==> config.mk <==
export PLATFORM = sky130hd
export DESIGN_NAME = otf_regs_top
export DESIGN_NICKNAME = d
export VERILOG_FILES = /design/src/shared/otf_pkg.sv /design/src/core/otf_regs_top.sv /design/src/core/otf_coef_decode.sv
export VERILOG_INCLUDE_DIRS = /design/src /design/src/shared
export SDC_FILE = /design/constraint.sdc
export NUM_CORES = 1
export LEC_CHECK = 0
export BUFFER_PORTS_ARGS = -buffer_cell sky130_fd_sc_hd__buf_4
export CAP_MARGIN = 20
export CORE_MARGIN = 2
export CORE_UTILIZATION = 30
export DETAILED_ROUTE_END_ITERATION = 10
export GPL_TIMING_DRIVEN = 1
export PLACE_DENSITY = 0.5
export SETUP_SLACK_MARGIN = 0.4
export SLEW_MARGIN = 5
export SYNTH_ARGS = -nofsm -noshare
export SYNTH_HDL_FRONTEND = slang
export SYNTH_HIERARCHICAL = 1
export SYNTH_SLANG_ARGS = --single-unit
==> constraint.sdc <==
create_clock -name clk_i -period 2.3 [get_ports clk_i]
set_input_delay 0.46 -clock clk_i [delete_from_list [all_inputs] [get_ports clk_i]]
set_output_delay 0.46 -clock clk_i [all_outputs]
set_load 0.005 [all_outputs]
==> src/shared/otf_regs.svh <==
// register offsets, field positions and reset values of the offset trim and filter slice
`ifndef OTF_REGS_SVH
`define OTF_REGS_SVH

// ****************************************************************
// register indices; the byte address is four times the index
// ****************************************************************
`define OTF_IDX_TRIM_A 10'h092
`define OTF_IDX_TRIM_B 10'h094
`define OTF_IDX_FILT0 10'h097
`define OTF_IDX_FILT1 10'h098
`define OTF_IDX_STATUS 10'h0A0

// ****************************************************************
// field layout
// ****************************************************************
`define OTF_TRIM_W 12
`define OTF_TRIM_RSV_LSB 12
`define OTF_TRIM_RSV_MSB 15
`define OTF_TRIM_RSV_RST 4'h0
`define OTF_FILT0_RST 8'h00
`define OTF_FILT0_KEEP_BIT 0
`define OTF_FILT1_RST 8'h33
`define OTF_BW_LSB 4
`define OTF_SETTLE_LSB 0

// status bits
`define OTF_ST_WR_VIOL 0
`define OTF_ST_RD_VIOL 1
`define OTF_ST_ONLINE 2
`define OTF_ST_SOAKING 3
`define OTF_ST_COEF_OK 4

// ****************************************************************
// coefficient codes: code 1 gives 2^-10, code 5 gives 2^-14
// ****************************************************************
`define OTF_BW_CODE_MIN 4'h1
`define OTF_BW_CODE_MAX 4'h5
`define OTF_BW_SHIFT_BASE 5'h09

`endif

==> src/shared/otf_pkg.sv <==
// types shared by the offset trim and filter slice
package otf_pkg;
  // soak sequencer states, one-hot
  typedef enum logic [2:0] {
    OTF_ST_IDLE = 3'h1,
    OTF_ST_SOAK = 3'h2,
    OTF_ST_LIVE = 3'h4
  } otf_soak_t;
  // register index type
  typedef logic [9:0] otf_idx_t;
endpackage : otf_pkg

==> src/core/otf_regs_top.sv <==
// offset trim and offset filter control registers behind a wishbone slave
//
// The Wishbone interface to the registers is this design's own decision.
`include "otf_regs.svh"
module otf_regs_top
  import otf_pkg::*;
#(
  parameter int unsigned SOAK_UNIT_CYCLES = 16 // soak cycles at settle code 0, doubled per code step
) (
  input wire logic clk_i,                 // 200 MHz clock
  input wire logic rst_i,                 // synchronous reset, high
  input wire logic ce_i,                  // clock enable, freezes all state
  // wishbone slave
  input wire logic wb_cyc_i,
  input wire logic wb_stb_i,
  input wire logic wb_we_i,
  input wire logic [11:0] wb_adr_i,
  input wire logic [3:0] wb_sel_i,
  input wire logic [31:0] wb_dat_i,
  output logic [31:0] wb_dat_o,
  output logic wb_ack_o,
  // factory trim values, same clock domain
  input wire logic [11:0] factory_trim_a_i,
  input wire logic [11:0] factory_trim_b_i,
  // calibration state from the calibration engine
  input wire logic fg_cal_running_i,
  input wire logic offset_calibration_enable_i,
  input wire logic background_calibration_enable_i,
  input wire logic background_offset_calibration_enable_i,
  input wire logic foreground_calibration_done_flag_i,
  input wire logic calibration_halted_flag_i,
  input wire logic offset_filter_enable_i,
  input wire logic core_calibrated_i,     // pulse: core freshly calibrated
  // to the second converter core datapath
  output logic [11:0] trim_input_a_o,
  output logic [11:0] trim_input_b_o,
  output logic filter_active_o,
  output logic remove_bank_mismatch_o,
  output logic remove_all_dc_o,
  output logic [4:0] coef_shift_o,
  output logic core_online_o
);
  // ****************************************************************
  // storage
  // ****************************************************************
  logic [11:0] trim_a;          // offset for input a
  logic [11:0] trim_b;          // offset for input b
  logic [3:0] trim_a_rsv;       // reserved upper bits of trim a
  logic [3:0] trim_b_rsv;       // reserved upper bits of trim b
  logic [7:0] filt0;            // control 0
  logic [7:0] filt1;            // control 1
  logic trims_loaded;           // factory values taken
  logic wr_viol;                // sticky: trim written at a forbidden time
  logic rd_viol;                // sticky: trim read at a forbidden time
  logic ack;                    // registered acknowledge
  logic [31:0] rdata;           // registered read data
  otf_soak_t soak_state;        // soak sequencer
  logic [31:0] soak_cnt;        // soak cycles left

  // ****************************************************************
  // bus decode
  // ****************************************************************
  wire otf_idx_t idx = wb_adr_i[11:2];          // word index
  wire logic req = wb_cyc_i & wb_stb_i & ~ack;  // new access this cycle
  wire logic wr = req & wb_we_i;
  wire logic rd = req & ~wb_we_i;
  wire logic hit_ta = (idx == `OTF_IDX_TRIM_A);
  wire logic hit_tb = (idx == `OTF_IDX_TRIM_B);
  wire logic hit_f0 = (idx == `OTF_IDX_FILT0);
  wire logic hit_f1 = (idx == `OTF_IDX_FILT1);
  wire logic hit_st = (idx == `OTF_IDX_STATUS);
  wire logic hit_trim = hit_ta | hit_tb;

  // ****************************************************************
  // access windows the software must respect
  // ****************************************************************
  wire logic both_bg = background_calibration_enable_i & background_offset_calibration_enable_i;
  wire logic wr_forbidden = fg_cal_running_i | both_bg;
  wire logic fg_mode = offset_calibration_enable_i & ~background_offset_calibration_enable_i;
  wire logic rd_forbidden = (fg_mode & ~foreground_calibration_done_flag_i) |
                            (both_bg & ~calibration_halted_flag_i);
  wire logic wr_viol_set = wr & hit_trim & wr_forbidden;
  wire logic rd_viol_set = rd & hit_trim & rd_forbidden;

  // ****************************************************************
  // filter coefficient
  // ****************************************************************
  wire logic [3:0] bw_code = filt1[`OTF_BW_LSB +: 4];
  wire logic [3:0] settle_code = filt1[`OTF_SETTLE_LSB +: 4];
  logic coef_ok;
  otf_coef_decode u_coef (
    .code_i(bw_code),
    .shift_o(coef_shift_o),
    .valid_o(coef_ok)
  );

  // ****************************************************************
  // soak control
  // ****************************************************************
  wire logic soak_applies = offset_filter_enable_i & background_calibration_enable_i;
  wire logic [31:0] soak_len = 32'(SOAK_UNIT_CYCLES) << settle_code;
  wire logic soak_start = core_calibrated_i & soak_applies;
  wire logic soak_done = (soak_state == OTF_ST_SOAK) && (soak_cnt <= 32'h00000001);
  otf_soak_t next_soak_state;
  logic [31:0] next_soak_cnt;

  // soak sequencer next state
  always_comb begin
    next_soak_state = soak_state;
    next_soak_cnt = soak_cnt;
    case (soak_state)
      OTF_ST_IDLE: begin
        if (soak_start) begin
          next_soak_state = OTF_ST_SOAK;
          next_soak_cnt = soak_len;
        end else begin
          next_soak_state = OTF_ST_LIVE;
        end
      end
      OTF_ST_SOAK: begin
        if (!soak_applies) begin
          next_soak_state = OTF_ST_LIVE;
        end else if (soak_done) begin
          next_soak_state = OTF_ST_LIVE;
          next_soak_cnt = 32'h00000000;
        end else begin
          next_soak_cnt = soak_cnt - 32'h00000001;
        end
      end
      OTF_ST_LIVE: begin
        if (soak_start) begin
          next_soak_state = OTF_ST_SOAK;
          next_soak_cnt = soak_len;
        end
      end
      default: begin
        next_soak_state = OTF_ST_IDLE;
        next_soak_cnt = 32'h00000000;
      end
    endcase
  end

  // soak sequencer registers
  always_ff @(posedge clk_i) begin
    if (rst_i) begin
      soak_state <= OTF_ST_IDLE;
      soak_cnt <= 32'h00000000;
    end else if (ce_i) begin
      soak_state <= next_soak_state;
      soak_cnt <= next_soak_cnt;
    end
  end

  // ****************************************************************
  // read mux
  // ****************************************************************
  wire logic [4:0] status = {coef_ok, (soak_state == OTF_ST_SOAK), core_online_o,
                             rd_viol, wr_viol};
  wire logic [31:0] rd_mux =
    hit_ta ? {16'h0000, trim_a_rsv, trim_a} :
    hit_tb ? {16'h0000, trim_b_rsv, trim_b} :
    hit_f0 ? {24'h000000, filt0} :
    hit_f1 ? {24'h000000, filt1} :
    hit_st ? {27'h0000000, status} : 32'h00000000;

  // ****************************************************************
  // bus handshake, one wait state
  // ****************************************************************
  always_ff @(posedge clk_i) begin
    if (rst_i) begin
      ack <= 1'b0;
      rdata <= 32'h00000000;
    end else if (ce_i) begin
      ack <= req;
      // hold read data until the next read access
      if (rd) begin
        rdata <= rd_mux;
      end
    end
  end

  // ****************************************************************
  // trim registers
  // ****************************************************************
  always_ff @(posedge clk_i) begin
    if (rst_i) begin
      trims_loaded <= 1'b0;
      trim_a <= 12'h000;
      trim_b <= 12'h000;
      trim_a_rsv <= `OTF_TRIM_RSV_RST;
      trim_b_rsv <= `OTF_TRIM_RSV_RST;
    end else if (ce_i) begin
      if (!trims_loaded) begin
        // first cycle after release: take the factory trims
        trims_loaded <= 1'b1;
        trim_a <= factory_trim_a_i;
        trim_b <= factory_trim_b_i;
      end else begin
        // byte lanes: sel 0 low byte, sel 1 upper nibble and reserved
        if (wr && hit_ta && wb_sel_i[0]) begin
          trim_a[7:0] <= wb_dat_i[7:0];
        end
        if (wr && hit_ta && wb_sel_i[1]) begin
          trim_a[11:8] <= wb_dat_i[11:8];
          trim_a_rsv <= wb_dat_i[15:12];
        end
        if (wr && hit_tb && wb_sel_i[0]) begin
          trim_b[7:0] <= wb_dat_i[7:0];
        end
        if (wr && hit_tb && wb_sel_i[1]) begin
          trim_b[11:8] <= wb_dat_i[11:8];
          trim_b_rsv <= wb_dat_i[15:12];
        end
      end
    end
  end

  // ****************************************************************
  // filter controls and status flags
  // ****************************************************************
  always_ff @(posedge clk_i) begin
    if (rst_i) begin
      filt0 <= `OTF_FILT0_RST;
      filt1 <= `OTF_FILT1_RST;
      wr_viol <= 1'b0;
      rd_viol <= 1'b0;
    end else if (ce_i) begin
      if (wr && hit_f0 && wb_sel_i[0]) begin
        filt0 <= wb_dat_i[7:0];
      end
      if (wr && hit_f1 && wb_sel_i[0]) begin
        filt1 <= wb_dat_i[7:0];
      end
      // write one to clear; a new event in the same cycle wins
      if (wr_viol_set) begin
        wr_viol <= 1'b1;
      end else if (wr && hit_st && wb_sel_i[0] && wb_dat_i[`OTF_ST_WR_VIOL]) begin
        wr_viol <= 1'b0;
      end
      if (rd_viol_set) begin
        rd_viol <= 1'b1;
      end else if (wr && hit_st && wb_sel_i[0] && wb_dat_i[`OTF_ST_RD_VIOL]) begin
        rd_viol <= 1'b0;
      end
    end
  end

  // ****************************************************************
  // outputs
  // ****************************************************************
  wire logic keep_low_frequency_content = filt0[`OTF_FILT0_KEEP_BIT];
  assign wb_ack_o = ack;
  assign wb_dat_o = rdata;
  assign trim_input_a_o = trim_a;
  assign trim_input_b_o = trim_b;
  assign filter_active_o = offset_filter_enable_i;
  assign remove_bank_mismatch_o = offset_filter_enable_i & keep_low_frequency_content;
  assign remove_all_dc_o = offset_filter_enable_i & ~keep_low_frequency_content;
  assign core_online_o = (soak_state == OTF_ST_LIVE);
endmodule : otf_regs_top

==> src/core/otf_coef_decode.sv <==
// decode of the filter bandwidth code into an iir shift amount
`include "otf_regs.svh"
module otf_coef_decode
  import otf_pkg::*;
(
  input wire logic [3:0] code_i,   // bandwidth code
  output logic [4:0] shift_o,      // coefficient is 2^-shift
  output logic valid_o             // code is not a reserved one
);
  // ****************************************************************
  // decode
  // ****************************************************************
  // true for the codes that pick a coefficient
  function automatic logic otf_code_ok(input logic [3:0] c);
    otf_code_ok = (c >= `OTF_BW_CODE_MIN) && (c <= `OTF_BW_CODE_MAX);
  endfunction : otf_code_ok

  wire logic code_ok = otf_code_ok(code_i);
  // reserved codes park at the narrowest setting, shift 14
  assign shift_o = code_ok ? (`OTF_BW_SHIFT_BASE + {1'b0, code_i}) :
                   (`OTF_BW_SHIFT_BASE + {1'b0, `OTF_BW_CODE_MAX});
  assign valid_o = code_ok;
  // the clocked check of this mapping sits in the register top, which owns the clock
endmodule : otf_coef_decode

# Word level (Yosys, flattened, before mapping)
# Cells that the tools add are included.
# totals
ff_bits	119
latch_bits	0
ram_bits	0
romBits	0
input_bits	86
out_inout_bits	66
wordCells	119
memories	0
# classes
add_sub_neg	2
multipliers	0
div	0
magnitude_cmp	3
eq_ne	16
n_shift	1
muxes	25
bitwise_logic	25
reduce_logical	32
# op_table
operator	n
2-to-1 mux 32 bit	3
one-hot mux 32 bit (2 select lines)	1
equality test 10 x 8 -> 1 bit (second input constant)	5
<= comparator 32 x 1 -> 1 bit (second input constant)	1
2-to-1 mux 16 bit	2
2-to-1 mux 8 bit	4
<< shifter 5 x 4 -> 32 bit (first input constant)	1
subtractor 32 x 1 -> 32 bit (second input constant)	1
2-to-1 mux 12 bit	2
AND reduction 2 bit	9
AND 1 bit	16
logical AND 1 bit	16
2-to-1 mux 3 bit	4
inequality test 2 x 1 -> 1 bit (second input constant)	6
AND reduction 3 bit	4
2-to-1 mux 5 bit	2
one-hot mux 3 bit (3 select lines)	1
2-to-1 mux 4 bit	2
NOT 1 bit	6
adder 4 x 4 -> 5 bit (first input constant)	1
greater-or-equal comparator 4 x 1 -> 1 bit (second input constant)	1
<= comparator 4 x 3 -> 1 bit (second input constant)	1
2-to-1 mux 1 bit	4
nonzero test 2 bit	2
7 further kinds	9

# Depth between registers and ports, before layout
# depth
depth_word	8
ltp_mapped	9
mapped_depth_nobuf	8

# By module
# Netlist, hierarchy kept.
# modules_own_cells
mod	n_inst	cells_per_inst	area_per_inst_um2	seq_area_each_um2
otf_regs_top	1	635	5426.5	2062.0
otf_coef_decode	1	17	110.1	0.0

# Worst setup path before layout
# OpenSTA, ideal clock, no wires.
# synth_path
path_type	register to register
start	register soak_cnt[16]
end	register soak_cnt[23]
setup_time_ns	0.066
arrival_ns	2.407
required_time_ns	2.234
setup_slack_ns	-0.173
path_stages_with_launch	8
path_buffers	2
period_less_slack_ns	2.473
cell_sequence	dfxtp_1 buf_6 or4_4 a211o_1 or4_4 buf_6 or4_4 a21oi_2
# synth_between
elab_chain_len	5
elab_cells_between_ends	6
classes_between	add/sub: 1; order compare: 1; mux: 3; reduce/logical: 1
# synth_lines
item	line_no	source
from (decl)	otf_regs_top.sv:58	logic [31:0] soak_cnt;
from (signal assigned)	otf_regs_top.sv:150	soak_cnt <= next_soak_cnt;
<= comparator 32 x 1 -> 1 bit	otf_regs_top.sv:103	wire logic soak_done = (soak_state == OTF_ST_SOAK) && (soak_cnt <= 32'h00000001);
logical AND 1 bit	otf_regs_top.sv:103	
2-to-1 mux 32 bit *	otf_regs_top.sv:123	end else if (soak_done) begin
2-to-1 mux 32 bit *	otf_regs_top.sv:121	if (!soak_applies) begin
one-hot mux 32 bit (2 select lines) *	otf_regs_top.sv:111	case (soak_state)
# Mark *: on every way between the ends. The rest lies on a longest branch, timed or not. The select of a mux whose other input is x is not followed.
# A chain may end at the register's enable or synchronous reset.

# Final worst setup path
# layout_path
start	register soak_cnt[16]
end	register soak_cnt[26]
# Same word-level chain as after synthesis.

==> results.txt <==
Status = complete, but fails checks
Violated checks = setup timing
Die Height = 139.9 um
Crit Path Class = reg -> reg
Critical path arrival = 2.61 ns
Final HPWL DP = 13.37 mm
Share of cells above drive strength 1 = 38.54%
Type of the tightest min-delay check = in -> reg
Gr usage total = 18.44%
Final Setup Violations = 2
Top cell type by total area after synthesis = dfxtp_1
Routed length per instance = 17.53 um
CTS Buffer Depth = 2
Vias in the first global route = 5530
Area occupied by multi-input gates = 0.003600 mm^2
Clk slew on worst S/H paths = 0.08 ns
Leakage Power = 3.119 nW
Crit path time final = 2.330 ns
Vias = 5530
Synth warn = 6
Final instance area = 0.007929 mm^2
Placed inst area = 0.007132 mm^2
Iter 0 DRT Violations = 324
H-tree Lvls = 3
Die Footprint = 0.01956 mm^2
Synth top area cells = dfxtp_1 (37%), mux2i_1 (7.2%), nor2_1 (5.7%)
Initial antenna violation count = 0
CP top delay family = simple AND/OR/NAND/NOR gates
Sequential area share after synthesis = 37.24%
Max-slew violations = 0
# nets final = 906
Required @ worst endpoint = 2.59 ns
Critical Path Start Type = flop
Syn Inst Count = 652
Total global routing overflow = 0
1st-pass router iterations = 4
Synth Cell Area = 0.005537 mm^2
# diodes = 0
Sink Count = 103
Slowest-stage cell, CP = or4_4
Max Clock Freq = 429.2 MHz
Ys flop type = dfxtp_1
Area Overhead vs Synth = 43.21%
Async SR Flop Fraction = 0%
Max incr delay on CP = 0.54 ns
Setup ws final = -0.02970 ns
Max-Cap Viols = 0
TritonCTS Buffers = 9
Peak supply drop = 428.9 uV
Fin. Hold Viols = 0
# port buffers = 115
Worst Clk Skew = 0.01466 ns
First-pass GRT wire length = 29.20 mm
EDFF count, synth = 0
Crit-path cells = or4_4 > a211o_4 > or4_4 > or4_4 > a21oi_2
Post-synthesis area per instance = 8.492 um^2
Clock Latency Late Sink = 0.35 ns
Fill count = 1794
Vias per cell = 5.272
Final Power = 4.970 mW
Residual DRC = 0
Pin count of the biggest net entering global routing = 74
FP Rows = 49
Synth unique cells = 68
TritonCTS clock tree = yes
Remaining antenna violation count = 0
WP buf/inv = 0
Yosys top cell area share = 37.24%
Io pins = 152
Core ar. = 0.01802 mm^2
Crit-path max FO = 5
Root Driver = clkbuf_16
Most used cell, CP = or4_4
Period utilisation layout = 101.3%
Post-Route WL = 18.39 mm
Gpl congestion = 0.8663
#FFs+latches synth = 103
Die W = 139.9 um
RSZ-0062 raised after global routing = yes
Slew margin rel. = 57.74%
Worst R2R Setup Slack = -0.03 ns
Power density cells = 626.8 mW/mm^2
Tightest Pin Transition = 0.6251 ns
FF+latch area = 0.002076 mm^2
Hold buffer count at cts = 0
Initial core utilization = 30.72%
Setup crit end kind = flop
## per-layer routing
layer	track usage [%]	up-vias	routed length [um]
met5	0	-	0
met1	22.26	2662	7573
met4	4.684	0	125
met2	32.81	131	9583
met3	4.508	12	1110
li1	-	2725	-
## tightest hold or removal path, delay by kind of cell
family                 cells  cell delay (ns)
muxes                      1             0.05
and+or+nand+nor            1             0.07
buffers and inverters      1             0.08
## flip-flops by register name, indices dropped and copies added (netlist names)
name and flops:
soak_cnt 32, wb_dat_o 16, trim_input_a_o 12, trim_input_b_o 12, filt0 8, filt1 8
trim_a_rsv 4, trim_b_rsv 4, soak_state 3, rd_viol 1, trims_loaded 1, wb_ack_o 1
wr_viol 1
## repair_timing
item	4_1_cts	5_1_grt
resized for setup	47	56
pin swaps	20	22
setup endpoints to repair	39	45
buffers inserted	9	2
gates cloned	1	0
## Yosys cell counts, types with 3 or more instances
| cell type | count |
|---|---|
| dfxtp_1 | 103 |
| buf_2 | 3 |
| ha_1 | 5 |
| a211oi_1 | 34 |
| nor4b_1 | 4 |
| or4_4 | 3 |
| a31oi_1 | 10 |
| o31ai_1 | 5 |
| mux2_2 | 4 |
| nand3_1 | 15 |
| nor4_2 | 3 |
| nand3b_1 | 5 |
| nand4b_1 | 4 |
| nor3b_1 | 3 |
| a221o_1 | 5 |
| clkbuf_1 | 34 |
| nand2_1 | 41 |
| mux2i_1 | 40 |
| a221oi_1 | 13 |
| a22oi_1 | 10 |
| o21ai_1 | 8 |
| nor4_1 | 14 |
| and2_1 | 6 |
| nor3_1 | 21 |
| nand4_1 | 7 |
| or3_1 | 12 |
| or4_1 | 12 |
| nor2b_1 | 6 |
| o21ai_0 | 9 |
| or2_2 | 5 |
| buf_6 | 4 |
| buf_4 | 17 |
| inv_1 | 8 |
| o31a_1 | 3 |
| nor2_1 | 84 |
| xnor2_1 | 9 |
| nand2b_1 | 8 |
| a21oi_1 | 36 |
## final timing paths
path | from | end | depth (start not counted)
max | soak_cnt[16] | soak_cnt[26] | 5
min | wb_dat_i[14] | trim_b_rsv[2] | 3
max reg2reg | soak_cnt[16] | soak_cnt[26] | 5
min reg2reg | rd_viol | rd_viol | 2
## area by class of cell
| cell class | instances | share of cell area [%] |
|---|---|---|
| multi-input cells | 496 | 45.40 |
| flip-flops and latches | 103 | 26.18 |
| well taps | 229 | 3.614 |
| inverters | 8 | 0.4418 |
| clock inverters | 7 | 0.9942 |
| repair buffers | 197 | 20.53 |
| clock buffers | 9 | 2.840 |
## cell families after synthesis
family	share of synthesized area, %
mux	8.045
fa+ha+maj	1.130
xor+xnor	1.740
simple gates	25.38
compound gates	19.71
other cells	0.06773
buf+inv	6.689
flops	37.24
## cell usage in the layout (no fill, tap or decap), types with 12 or more instances in the layout
| cell type | count |
|---|---|
| a211oi_1 | 28 |
| a21oi_1 | 27 |
| mux2i_1 | 40 |
| nor4_1 | 14 |
| dfxtp_1 | 96 |
| nand2_1 | 37 |
| a221oi_1 | 12 |
| nor2_1 | 74 |
| conb_1 | 16 |
| buf_4 | 177 |
| nor3_1 | 19 |
## where the power goes
group,internal [mW],leakage [nW],total [mW],switching [mW]
sequential,1.88,0.841,1.96,0.0811
combinational,0.704,2.13,1.43,0.721
clock,0.781,0.150,1.59,0.807
total,3.36,3.12,4.97,1.61
## per-stage QoR
stage	instances	utilization [%]	setup TNS, ns	setup slack (ns)	hold WS, ns
final	1049	43.99	-0.03687	-0.02970	0.3475
after global placement	1021	39.57	-0.1057	-0.03234	0.4525
after global routing	1049	43.99	-0.4685	-0.1056	0.3341
after CTS	1047	42.63	-0.5840	-0.06478	0.3358
after detailed placement	1021	39.57	-0.3143	-0.06718	0.4519
after floorplan	667	-	-0.2375	-0.1315	0.4318
Note: power is estimated with default switching activity, not from simulation.
